## config.mk

```make
export PLATFORM = sky130hd
export DESIGN_NAME = cwss_top
export DESIGN_NICKNAME = d
export VERILOG_FILES = /design/src/cwss_top.v
export VERILOG_INCLUDE_DIRS = /design/src
export SDC_FILE = /design/constraint.sdc
export NUM_CORES = 1
export LEC_CHECK = 0
export BUFFER_PORTS_ARGS = -buffer_cell sky130_fd_sc_hd__buf_4
export CORE_UTILIZATION = 25
export DETAILED_ROUTE_END_ITERATION = 7
export PLACE_DENSITY = 0.53
export SYNTH_ARGS = -nofsm -noshare
export SYNTH_HDL_FRONTEND = slang
export SYNTH_SLANG_ARGS = --single-unit
```

## constraint.sdc

```tcl
create_clock -name ref_clk -period 3.35 [get_ports ref_clk]
set_input_delay 0.67 -clock ref_clk [delete_from_list [all_inputs] [get_ports ref_clk]]
set_output_delay 0.67 -clock ref_clk [all_outputs]
set_load 0.005 [all_outputs]
```

## src/cwss_map.vh

```
`ifndef CWSS_MAP_VH
`define CWSS_MAP_VH
// Register byte offsets (word aligned)
`define CWSS_OFF_CTRL  8'h00
`define CWSS_OFF_POL   8'h04
`define CWSS_OFF_SHDN  8'h08
`define CWSS_OFF_SRC   8'h0C
`define CWSS_OFF_STR   8'h10
`define CWSS_OFF_CLK   8'h14
`define CWSS_OFF_SEL   8'h18
`define CWSS_OFF_STAT  8'h1C
// Reset values
`define CWSS_RST_CTRL  4'h0
`define CWSS_RST_POL   4'h0
`define CWSS_RST_SHDN  7'h14
`define CWSS_RST_SRC   5'h00
`define CWSS_RST_STR   8'h00
`define CWSS_RST_CLK   1'b0
`define CWSS_RST_SEL   4'h0
// Field positions
`define CWSS_CTRL_EN   3
`define CWSS_MODE      2:0
`define CWSS_SH_FLAG   7
`define CWSS_SH_REN    6
`define CWSS_SH_LSBD   5:4
`define CWSS_SH_LSAC   3:2
`define CWSS_STR_OVR   7:4
`define CWSS_STR_EN    3:0
`define CWSS_SRC_CELL2 4
`define CWSS_SRC_CMP2  3
`define CWSS_SRC_CMP1  2
`define CWSS_SRC_TMR   1
`define CWSS_SRC_PIN   0
// Operating modes
`define CWSS_MODE_ASTEER 3'b000
`define CWSS_MODE_SSTEER 3'b001
// Shutdown level codes
`define CWSS_SDL_HIGH  2'b11
`define CWSS_SDL_LOW   2'b10
`define CWSS_SDL_HIZ   2'b01
`define CWSS_SDL_INACT 2'b00
`define CWSS_WB_ZERO   32'h0000_0000
`endif

```

## src/cwss_top.v

```verilog
// Notes on behaviour
// - Source enable bit 4 gates logic cell two output as shutdown trigger.
// - Source enable bit 3 gates second comparator as shutdown trigger.
// - Source enable bit 2 gates first comparator as shutdown trigger.
// - Source enable bit 1 gates timer postscaler as shutdown trigger.
// - Source enable bit 0 gates routed shutdown pin as trigger.
// - Steer enable set drives output with waveform after its polarity.
// - Steer enable clear drives output with its override level bit.
// - Steer and override bits apply only in the two steering modes.
// - Synchronous steering loads steer enables at a rising input edge.
// - Clock select one runs logic from fast oscillator, zero from clock.
// - Selector codes pick pin, capture, PWM 3-6, oscillator, cells.
// - Codes 1000 and 1001 pick first and second comparator.
// - Codes 1110 and 1111 connect no source.
// - Mode 001 is synchronous steering, 000 asynchronous steering.
// - Auto-restart clears shutdown when sources low; resume on rise.
// - Polarity bit one inverts steered waveform, zero passes it.
`timescale 1ns/100ps
`include "cwss_map.vh"

module cwss_top (
    input  wire        ref_clk,                // 250 MHz system clock
    input  wire        sys_rst,                // Synchronous reset
    input  wire        wb_cyc_i,               // Bus cycle
    input  wire        wb_stb_i,               // Bus strobe
    input  wire        wb_we_i,                // Write enable
    input  wire [7:0]  wb_adr_i,               // Byte address
    input  wire [3:0]  wb_sel_i,               // Byte lanes
    input  wire [31:0] wb_dat_i,               // Write data
    output reg  [31:0] wb_dat_o,               // Read data
    output reg         wb_ack_o,               // Acknowledge
    input  wire        internal_fast_oscillator, // 16 MHz level
    input  wire        routed_input_pin,       // Source code 0000
    input  wire        capture_out,            // Source code 0001
    input  wire [3:0]  pwm_out,                // PWM 3..6, codes 0011..0110
    input  wire        osc_out,                // Source code 0111
    input  wire        cmp1_out,               // First comparator
    input  wire        cmp2_out,               // Second comparator
    input  wire [3:0]  logic_cell_out,         // Cells 1..4
    input  wire        timer_postscale_out,    // Timer postscaler
    input  wire        shutdown_pin_route,     // Routed shutdown pin
    output reg  [3:0]  steered_out,            // Outputs D..A
    output reg  [3:0]  steered_oe,             // Drive enables D..A
    output reg         module_clk_sel          // Clock select state
);

    ////////////////////////////////////////////////////////////////////
    // Shutdown state machine, one-hot
    // RUN steers, SHUT holds shutdown levels, WAIT waits for a rising input
    localparam [2:0] ST_RUN  = 3'b001;
    localparam [2:0] ST_SHUT = 3'b010;
    localparam [2:0] ST_WAIT = 3'b100;

    // Software visible registers first, then internal state
    reg  [3:0]  ctrl_reg;       // Enable and mode
    reg  [3:0]  pol_reg;        // Polarity per output
    reg  [6:0]  shdn_reg;       // Restart, level codes (flag separate)
    reg         flag_reg;       // Shutdown status
    reg  [4:0]  src_reg;        // Shutdown source enables
    reg  [7:0]  str_reg;        // Overrides and steer enables
    reg         clk_reg;        // Clock select
    reg  [3:0]  sel_reg;        // Waveform input select
    reg  [3:0]  steer_en_reg;   // Buffered steer enables
    reg         in_reg;         // Sampled waveform input
    reg         osc_d_reg;      // Oscillator edge history
    reg  [2:0]  state_reg;
    reg  [2:0]  state_next;
    reg         flag_next;
    reg  [31:0] rdata;
    reg  [3:0]  out_next;
    reg  [3:0]  oe_next;
    reg  [1:0]  lvl;
    integer     i;

    wire        en      = ctrl_reg[`CWSS_CTRL_EN];
    wire [2:0]  mode    = ctrl_reg[`CWSS_MODE];
    wire        req     = wb_cyc_i & wb_stb_i;
    wire        wr_fire = req & wb_we_i & wb_ack_o & wb_sel_i[0];
    wire [3:0]  ovr_lvl = str_reg[`CWSS_STR_OVR];  // Override levels D..A
    wire        restart_en = shdn_reg[`CWSS_SH_REN]; // Auto-restart enable
    wire [1:0]  code_bd = shdn_reg[`CWSS_SH_LSBD]; // B/D shutdown level
    wire [1:0]  code_ac = shdn_reg[`CWSS_SH_LSAC]; // A/C shutdown level

    ////////////////////////////////////////////////////////////////////
    // Level for one output during shutdown: {oe, value}
    function [1:0] sd_level;
        input [1:0] code;
        input       pol;
        begin
            case (code)
                `CWSS_SDL_HIGH:  sd_level = 2'b11;
                `CWSS_SDL_LOW:   sd_level = 2'b10;
                `CWSS_SDL_HIZ:   sd_level = 2'b00;
                default:         sd_level = {1'b1, pol};
            endcase
        end
    endfunction

    // Address match for a write on lane 0
    function wr_hit;
        input [7:0] adr;
        input [7:0] off;
        begin
            wr_hit = (adr == off);
        end
    endfunction

    ////////////////////////////////////////////////////////////////////
    // One write strobe per register; each fires only at the edge that
    // sees ack high, so a write lands exactly once per bus cycle.
    wire wr_ctrl = wr_fire & wr_hit(wb_adr_i, `CWSS_OFF_CTRL);
    wire wr_pol  = wr_fire & wr_hit(wb_adr_i, `CWSS_OFF_POL);
    wire wr_shdn = wr_fire & wr_hit(wb_adr_i, `CWSS_OFF_SHDN);
    wire wr_src  = wr_fire & wr_hit(wb_adr_i, `CWSS_OFF_SRC);
    wire wr_str  = wr_fire & wr_hit(wb_adr_i, `CWSS_OFF_STR);
    wire wr_clk  = wr_fire & wr_hit(wb_adr_i, `CWSS_OFF_CLK);
    wire wr_sel  = wr_fire & wr_hit(wb_adr_i, `CWSS_OFF_SEL);

    ////////////////////////////////////////////////////////////////////
    // Time base: in oscillator mode only its rising edges advance
    // the waveform logic; the bus side always runs on ref_clk.
    // The oscillator is sampled as a level, so it must stay well below
    // half of ref_clk; a faster source would lose edges.
    wire osc_rise = internal_fast_oscillator & ~osc_d_reg;
    wire step     = clk_reg ? osc_rise : 1'b1;

    ////////////////////////////////////////////////////////////////////
    // Waveform input selector
    // Decoded every clock so the input value reads back in either
    // time base.
    reg sel_in;
    always @* begin
        case (sel_reg)
            4'h0: sel_in = routed_input_pin;
            4'h1: sel_in = capture_out;
            4'h3: sel_in = pwm_out[0];
            4'h4: sel_in = pwm_out[1];
            4'h5: sel_in = pwm_out[2];
            4'h6: sel_in = pwm_out[3];
            4'h7: sel_in = osc_out;
            4'h8: sel_in = cmp1_out;
            4'h9: sel_in = cmp2_out;
            4'hA: sel_in = logic_cell_out[0];
            4'hB: sel_in = logic_cell_out[1];
            4'hC: sel_in = logic_cell_out[2];
            4'hD: sel_in = logic_cell_out[3];
            // Reserved codes and unlisted 0010 tie low
            default: sel_in = 1'b0;
        endcase
    end

    wire in_rise = step & sel_in & ~in_reg;

    ////////////////////////////////////////////////////////////////////
    // Shutdown request: enabled sources ORed together
    // Sources are taken as synchronous levels; a pulse shorter than
    // one clock is not seen.
    wire shut_req =
        (src_reg[`CWSS_SRC_CELL2] & logic_cell_out[1]) |
        (src_reg[`CWSS_SRC_CMP2]  & cmp2_out)          |
        (src_reg[`CWSS_SRC_CMP1]  & cmp1_out)          |
        (src_reg[`CWSS_SRC_TMR]   & timer_postscale_out) |
        (src_reg[`CWSS_SRC_PIN]   & shutdown_pin_route);

    // Status flag: hardware set beats software or auto clear
    // Set is applied last so a live source cannot be cleared away
    always @* begin
        flag_next = flag_reg;
        if (wr_shdn)
            flag_next = wb_dat_i[`CWSS_SH_FLAG];
        if (restart_en && !shut_req && flag_reg)
            flag_next = 1'b0;
        if (en && shut_req)
            flag_next = 1'b1;
    end

    ////////////////////////////////////////////////////////////////////
    // Shutdown sequencing: hold levels until first rise after clear
    // so a restart never cuts into the middle of an input pulse.
    always @* begin
        case (state_reg)
            ST_RUN:  state_next = flag_reg ? ST_SHUT : ST_RUN;
            ST_SHUT: state_next = flag_reg ? ST_SHUT : ST_WAIT;
            ST_WAIT: begin
                if (flag_reg)
                    state_next = ST_SHUT;
                else if (in_rise)
                    state_next = ST_RUN;
                else
                    state_next = ST_WAIT;
            end
            default: state_next = ST_RUN;
        endcase
    end

    ////////////////////////////////////////////////////////////////////
    // Output levels per channel (bit 0 = A, bit 3 = D)
    // Shutdown outranks the enable so software can park the pins first
    always @* begin
        out_next = steered_out;
        oe_next  = steered_oe;
        lvl      = 2'b00;
        for (i = 0; i < 4; i = i + 1) begin
            // B and D share one level code, A and C the other
            if (i[0])
                lvl = sd_level(code_bd, pol_reg[i]);
            else
                lvl = sd_level(code_ac, pol_reg[i]);
            if (state_reg != ST_RUN) begin
                oe_next[i]  = lvl[1];
                out_next[i] = lvl[0];
            end else if (!en) begin
                oe_next[i]  = 1'b0;
                out_next[i] = 1'b0;
            end else if (mode == `CWSS_MODE_ASTEER ||
                         mode == `CWSS_MODE_SSTEER) begin
                oe_next[i] = 1'b1;
                if (steer_en_reg[i])
                    out_next[i] = sel_in ^ pol_reg[i];
                else
                    out_next[i] = ovr_lvl[i];
            end else begin
                // Bridge modes live elsewhere; park at inactive level
                oe_next[i]  = 1'b1;
                out_next[i] = pol_reg[i];
            end
        end
    end

    ////////////////////////////////////////////////////////////////////
    // Register writes, taken at the edge that sees ack high
    // Unmapped offsets decode to no strobe, so such writes are dropped
    always @(posedge ref_clk) begin
        if (sys_rst) begin
            ctrl_reg <= `CWSS_RST_CTRL;
            pol_reg  <= `CWSS_RST_POL;
            shdn_reg <= `CWSS_RST_SHDN;
            src_reg  <= `CWSS_RST_SRC;
            str_reg  <= `CWSS_RST_STR;
            clk_reg  <= `CWSS_RST_CLK;
            sel_reg  <= `CWSS_RST_SEL;
        end else begin
            if (wr_ctrl)
                ctrl_reg <= {wb_dat_i[7], wb_dat_i[`CWSS_MODE]};
            if (wr_pol)
                pol_reg  <= wb_dat_i[3:0];
            if (wr_shdn)
                shdn_reg <= wb_dat_i[6:0];
            if (wr_src)
                src_reg  <= wb_dat_i[4:0];
            if (wr_str)
                str_reg  <= wb_dat_i[7:0];
            if (wr_clk)
                clk_reg  <= wb_dat_i[0];
            if (wr_sel)
                sel_reg  <= wb_dat_i[3:0];
        end
    end

    ////////////////////////////////////////////////////////////////////
    // Flag runs every clock so a source is never missed
    // even while the waveform side waits for an oscillator edge.
    always @(posedge ref_clk) begin
        if (sys_rst)
            flag_reg <= 1'b0;
        else
            flag_reg <= flag_next;
    end

    ////////////////////////////////////////////////////////////////////
    // Steer enable buffer: immediate in async mode; in sync mode
    // loaded at a rising input edge so a pulse is never chopped.
    // While disabled the buffer tracks the register, ready for enable.
    always @(posedge ref_clk) begin
        if (sys_rst)
            steer_en_reg <= 4'h0;
        else if (mode == `CWSS_MODE_SSTEER) begin
            if (in_rise || !en)
                steer_en_reg <= str_reg[`CWSS_STR_EN];
        end else
            steer_en_reg <= str_reg[`CWSS_STR_EN];
    end

    ////////////////////////////////////////////////////////////////////
    // Waveform side: advances only on the selected time base
    // Outputs hold between oscillator edges, which keeps them clean
    always @(posedge ref_clk) begin
        if (sys_rst) begin
            osc_d_reg      <= 1'b0;
            in_reg         <= 1'b0;
            state_reg      <= ST_RUN;
            steered_out    <= 4'h0;
            steered_oe     <= 4'h0;
            module_clk_sel <= 1'b0;
        end else begin
            osc_d_reg      <= internal_fast_oscillator;
            module_clk_sel <= clk_reg;
            if (step) begin
                in_reg      <= sel_in;
                state_reg   <= state_next;
                steered_out <= out_next;
                steered_oe  <= oe_next;
            end
        end
    end

    ////////////////////////////////////////////////////////////////////
    // Read mux; unmapped addresses read zero
    // The status word exposes internal state for test software; it is
    // read-only and writes to it are dropped.
    always @* begin
        rdata = `CWSS_WB_ZERO;
        case (wb_adr_i)
            `CWSS_OFF_CTRL: rdata[7:0] = {ctrl_reg[3], 4'h0, ctrl_reg[2:0]};
            `CWSS_OFF_POL:  rdata[7:0] = {2'b00, in_reg, 1'b0, pol_reg};
            `CWSS_OFF_SHDN: rdata[7:0] = {flag_reg, shdn_reg[6:2], 2'b00};
            `CWSS_OFF_SRC:  rdata[7:0] = {3'b000, src_reg};
            `CWSS_OFF_STR:  rdata[7:0] = str_reg;
            `CWSS_OFF_CLK:  rdata[7:0] = {7'h00, clk_reg};
            `CWSS_OFF_SEL:  rdata[7:0] = {4'h0, sel_reg};
            `CWSS_OFF_STAT: rdata[15:0] = {state_reg, steer_en_reg,
                                           flag_reg, steered_oe,
                                           steered_out};
            default: ;
        endcase
    end

    ////////////////////////////////////////////////////////////////////
    // Ack one cycle after the request; dropped the cycle after,
    // which forces an idle cycle between back-to-back accesses.
    // Read data is latched with the ack so it stands for that cycle.
    always @(posedge ref_clk) begin
        if (sys_rst) begin
            wb_ack_o <= 1'b0;
            wb_dat_o <= `CWSS_WB_ZERO;
        end else begin
            wb_ack_o <= req & ~wb_ack_o;
            if (req && !wb_ack_o)
                wb_dat_o <= rdata;
        end
    end

endmodule // cwss_top

```

==> reports/results.txt <==
The run finished with clean final reports. The standard cell with the maximum stage delay on the critical path was sky130_fd_sc_hd__nor3_2. Yosys mapped the design onto 69 distinct sky130hd cell types. The most numerous cell type found on the critical path is sky130_fd_sc_hd__nand2_1. Once the clock tree was built, the resizer swapped 0 gates to a different size. The number of endpoints with negative hold slack in the final report was 0; the overall power after layout was 1.82 mW.

The number of primary I/O pins was 107. Entering global routing, the biggest net connects 52 pins. Yosys instantiated no cell more often than sky130_fd_sc_hd__dfxtp_1. Setup repair after global routing left no endpoint under its margin. After clock tree synthesis, the clock-pin slew on the worst setup and hold paths is 0.06 ns.

For this design the static power due to leakage is 1.52 nW. The initial utilization of the core area, before any placement, comes to 25.7%. The post-route clock skew is 0.00727 ns. Static timing analysis puts the maximum clock frequency at 443 MHz. The tools report the placeable core region as 13,900 um2. The count of port buffers added during placement works out to 63. Hold repair after CTS inserted 0 buffers. The worst pin sits at a relative slew slack of 54.6%. The repair_antennas step left the layout with diodes totalling 0.

The class of the most critical setup path was in2reg. The overall via count from detail_route is 3,448. At the pin with the least slew margin, the transition time is 0.679 ns.

After synthesis, flip-flops and latches occupy 36.4% of the total area. The number of pins exceeding their max-slew limit in the final report is 0, and the total global routing overflow is 0. STA classifies the critical path startpoint as a primary input. For the number of clock sinks, the log shows 65. The number of maximum-capacitance violations came out at 0. The final layout contains 548 nets. The commonest cells after synthesis are sky130_fd_sc_hd__dfxtp_1 (65), sky130_fd_sc_hd__nand2_1 (58), sky130_fd_sc_hd__a21oi_1 (45). The post-synthesis instance total was 436. Worst hold path class: reg2reg. The register with the most flip-flops in the layout has 16 of them. The number of vias per cell was 5.16. Data on the critical path is required at its endpoint by 3.59 ns. The fraction of final layout cells sized beyond drive strength 1 works out to 19.5%.

The buffer and inverter count on the worst path came out at 1. Biggest area consumer among synthesized cells: sky130_fd_sc_hd__dfxtp_1. Routability-driven placement finished with a final weighted congestion of 0.863.

The post-layout minimum cycle time is 2.26 ns. The synthesized area per cell was 8.21 um2. The setup total negative slack is 0 ns.

The critical path goes through buf_4, nor3_2, nand2_1, nor2_1, nand2_1, a311oi_1. The first routing iteration left 269 violations. After legalization and detailed placement, the total HPWL measured 8.39 mm.

For the highest ir drop seen on vdd, the log shows 0.250 mV. The top cell type by area accounts for 36.4% of the synthesized area. In the final routed layout, each cell accounts on average for 16.9 um. Ranked by total cell area, the synthesized netlist is headed by sky130_fd_sc_hd__dfxtp_1 (36%), sky130_fd_sc_hd__a21oi_1 (6.3%), sky130_fd_sc_hd__nand2_1 (6.1%). The total iterations of the first detailed-routing run was 5.

The run gives 0 as the final count of negative-setup-slack endpoints. For this run, design rule violations remaining after detail routing come to 0. The floorplan step set the die height to 122 um. For the data arrival time of the critical path, the log shows 2.50 ns. The tools report the startpoint of the most critical hold path as wb_dat_o[7]. Across every metal layer, demand over resource in global routing totals 16.0%.

After synthesis, the share of flip-flops with an asynchronous set or reset is 0%. The tree is rooted in a sky130_fd_sc_hd__clkbuf_16. The critical path's top delay family was simple AND/OR/NAND/NOR gates.

For the worst-case clock buffer depth, the log shows 2. The beginning of the worst register-to-register path is sel_reg[1]. The via count of the first global-routing pass was 3,333.

Dividing the final minimum period by the clock period gives 67.4%. Summing every instance area after synthesis gives 3580 um2. The total routed wirelength is 11.3 mm. The area growth from synthesis to layout is 21.7%.

The overall die area was 14,800 um2. Of all nets on the critical path, the largest fanout is 13. The horizontal die dimension works out to 122 um. Among all flip-flop cells after synthesis, the most frequent one is sky130_fd_sc_hd__dfxtp_1. The H-tree generated during clock tree synthesis spans 3 levels. The tools report the worst setup path startpoint as wb_adr_i[5].

STA classifies the critical path endpoint as a register. The number of placement rows was 43; the standard cell area after detailed placement was 4060 um2. The clock latency on the worst-skew pair is 0.33 ns. Post-synthesis register bit count: 65.

The largest single stage delay on the critical path is 0.52 ns. The number of antenna violations at the first check in global routing is 0, and the number of flops mapped to enable cells by yosys is 0. TritonCTS built the clock tree. The first global-routing pass estimated 18.0 mm of wire. Once the clock tree was built, the setup fixing pass inserted 0 buffers.

The tools report the number of antenna-violating nets in the routed design as 0. The number of clock buffers added by TritonCTS is 9. The design area is 4360 um2, and the count of synthesis-stage warnings from yosys is 0. The power density over the cells was 418 nW/um2.
per-stage QoR:
stage / hold slack, ns / setup slack, ns / util [%] / std cells
6_report: 0.486 / 1.09 / 31.3 / 668
5_1_grt: 0.511 / 0.940 / 31.3 / 668
4_1_cts: 0.489 / 1.17 / 31.3 / 668
3_5_place_dp: 0.476 / 0.835 / 29.1 / 652
3_3_place_gp: 0.475 / 0.866 / 29.1 / 652
2_1_floorplan: 0.441 / 1.42 / - / 451
path summary, 6_finish.rpt:
| check | slack, ns | endpoint | cells after the start |
|---|---|---|---|
| min | 0.49 | wb_dat_o[7] | 1 |
| max | 1.09 | flag_reg | 6 |
| max reg2reg | 1.23 | state_reg[0] | 5 |
| min reg2reg | 0.49 | wb_dat_o[7] | 1 |
power by group:
part	internal [mW]	total (mW)	leakage, nW	switching, mW
combinational	0.0431	0.106	0.856	0.0632
sequential	0.775	0.776	0.524	0.00126
clock	0.593	0.938	0.142	0.345
kinds of logic (layout without fill, tap and decap cells):
logic type | Yosys count | in the layout | share of synthesized area, %
AOI/OAI and AO/OA | 150 | 150 | 27.8
xor gates and xnor gates | 1 | 1 | 0.245
buffers and inverters | 53 | 90 | 9.13
DFF | 65 | 65 | 36.4
muxes | 18 | 18 | 5.70
other | 1 | 16 | 0.105
and+or+nand+nor | 148 | 148 | 20.6
layer usage:
layer | wire length (um) | global-route usage, % | vias up | share of wire [%]
li1 | - | - | 1664 | -
met1 | 5360 | 21.6 | 1620 | 47
met2 | 4970 | 24.6 | 141 | 44
met3 | 650 | 2.95 | 23 | 5.7
met4 | 330 | 7.18 | 0 | 2.9
met5 | 0 | 0 | - | 0
cell type report:
| class | count | area [um2] |
|---|---|---|
| Clock buffer | 11 | 243 |
| Clock inverter | 5 | 55.1 |
| Fill cell | 1472 | 9580 |
| Inverter | 8 | 30.0 |
| Multi-Input combinational cell | 333 | 2010 |
| Sequential cell | 65 | 1300 |
| Tap cell | 180 | 225 |
| Timing Repair Buffer | 66 | 495 |
layout by cell type (no fill, tap or decap), types with 3 or more instances in the layout:
master / instances
sky130_fd_sc_hd__nor3_1: 5
sky130_fd_sc_hd__o221ai_1: 4
sky130_fd_sc_hd__nand3_1: 10
sky130_fd_sc_hd__a211oi_1: 3
sky130_fd_sc_hd__nand2b_1: 6
sky130_fd_sc_hd__nor2b_1: 4
sky130_fd_sc_hd__a22o_1: 7
sky130_fd_sc_hd__nand2_1: 58
sky130_fd_sc_hd__and2_1: 6
sky130_fd_sc_hd__mux2i_1: 14
sky130_fd_sc_hd__o211ai_1: 4
sky130_fd_sc_hd__nor2_1: 33
sky130_fd_sc_hd__nor3_2: 3
sky130_fd_sc_hd__inv_1: 8
sky130_fd_sc_hd__buf_4: 66
sky130_fd_sc_hd__a22oi_1: 18
sky130_fd_sc_hd__dfxtp_1: 65
sky130_fd_sc_hd__conb_1: 16
sky130_fd_sc_hd__or3_1: 3
sky130_fd_sc_hd__o21ai_0: 37
sky130_fd_sc_hd__a21oi_1: 45
sky130_fd_sc_hd__nor4b_1: 5
sky130_fd_sc_hd__clkbuf_16: 9
worst reg2reg max path, cell delays in order (launching register included):
cell                      delay [ns]
sky130_fd_sc_hd__dfxtp_1        0.57
sky130_fd_sc_hd__mux2i_1        0.24
sky130_fd_sc_hd__nor3b_1        0.06
sky130_fd_sc_hd__or3_1          0.56
sky130_fd_sc_hd__and2_4         0.28
sky130_fd_sc_hd__a311o_1        0.30
Power figures use the tool's default switching activity.
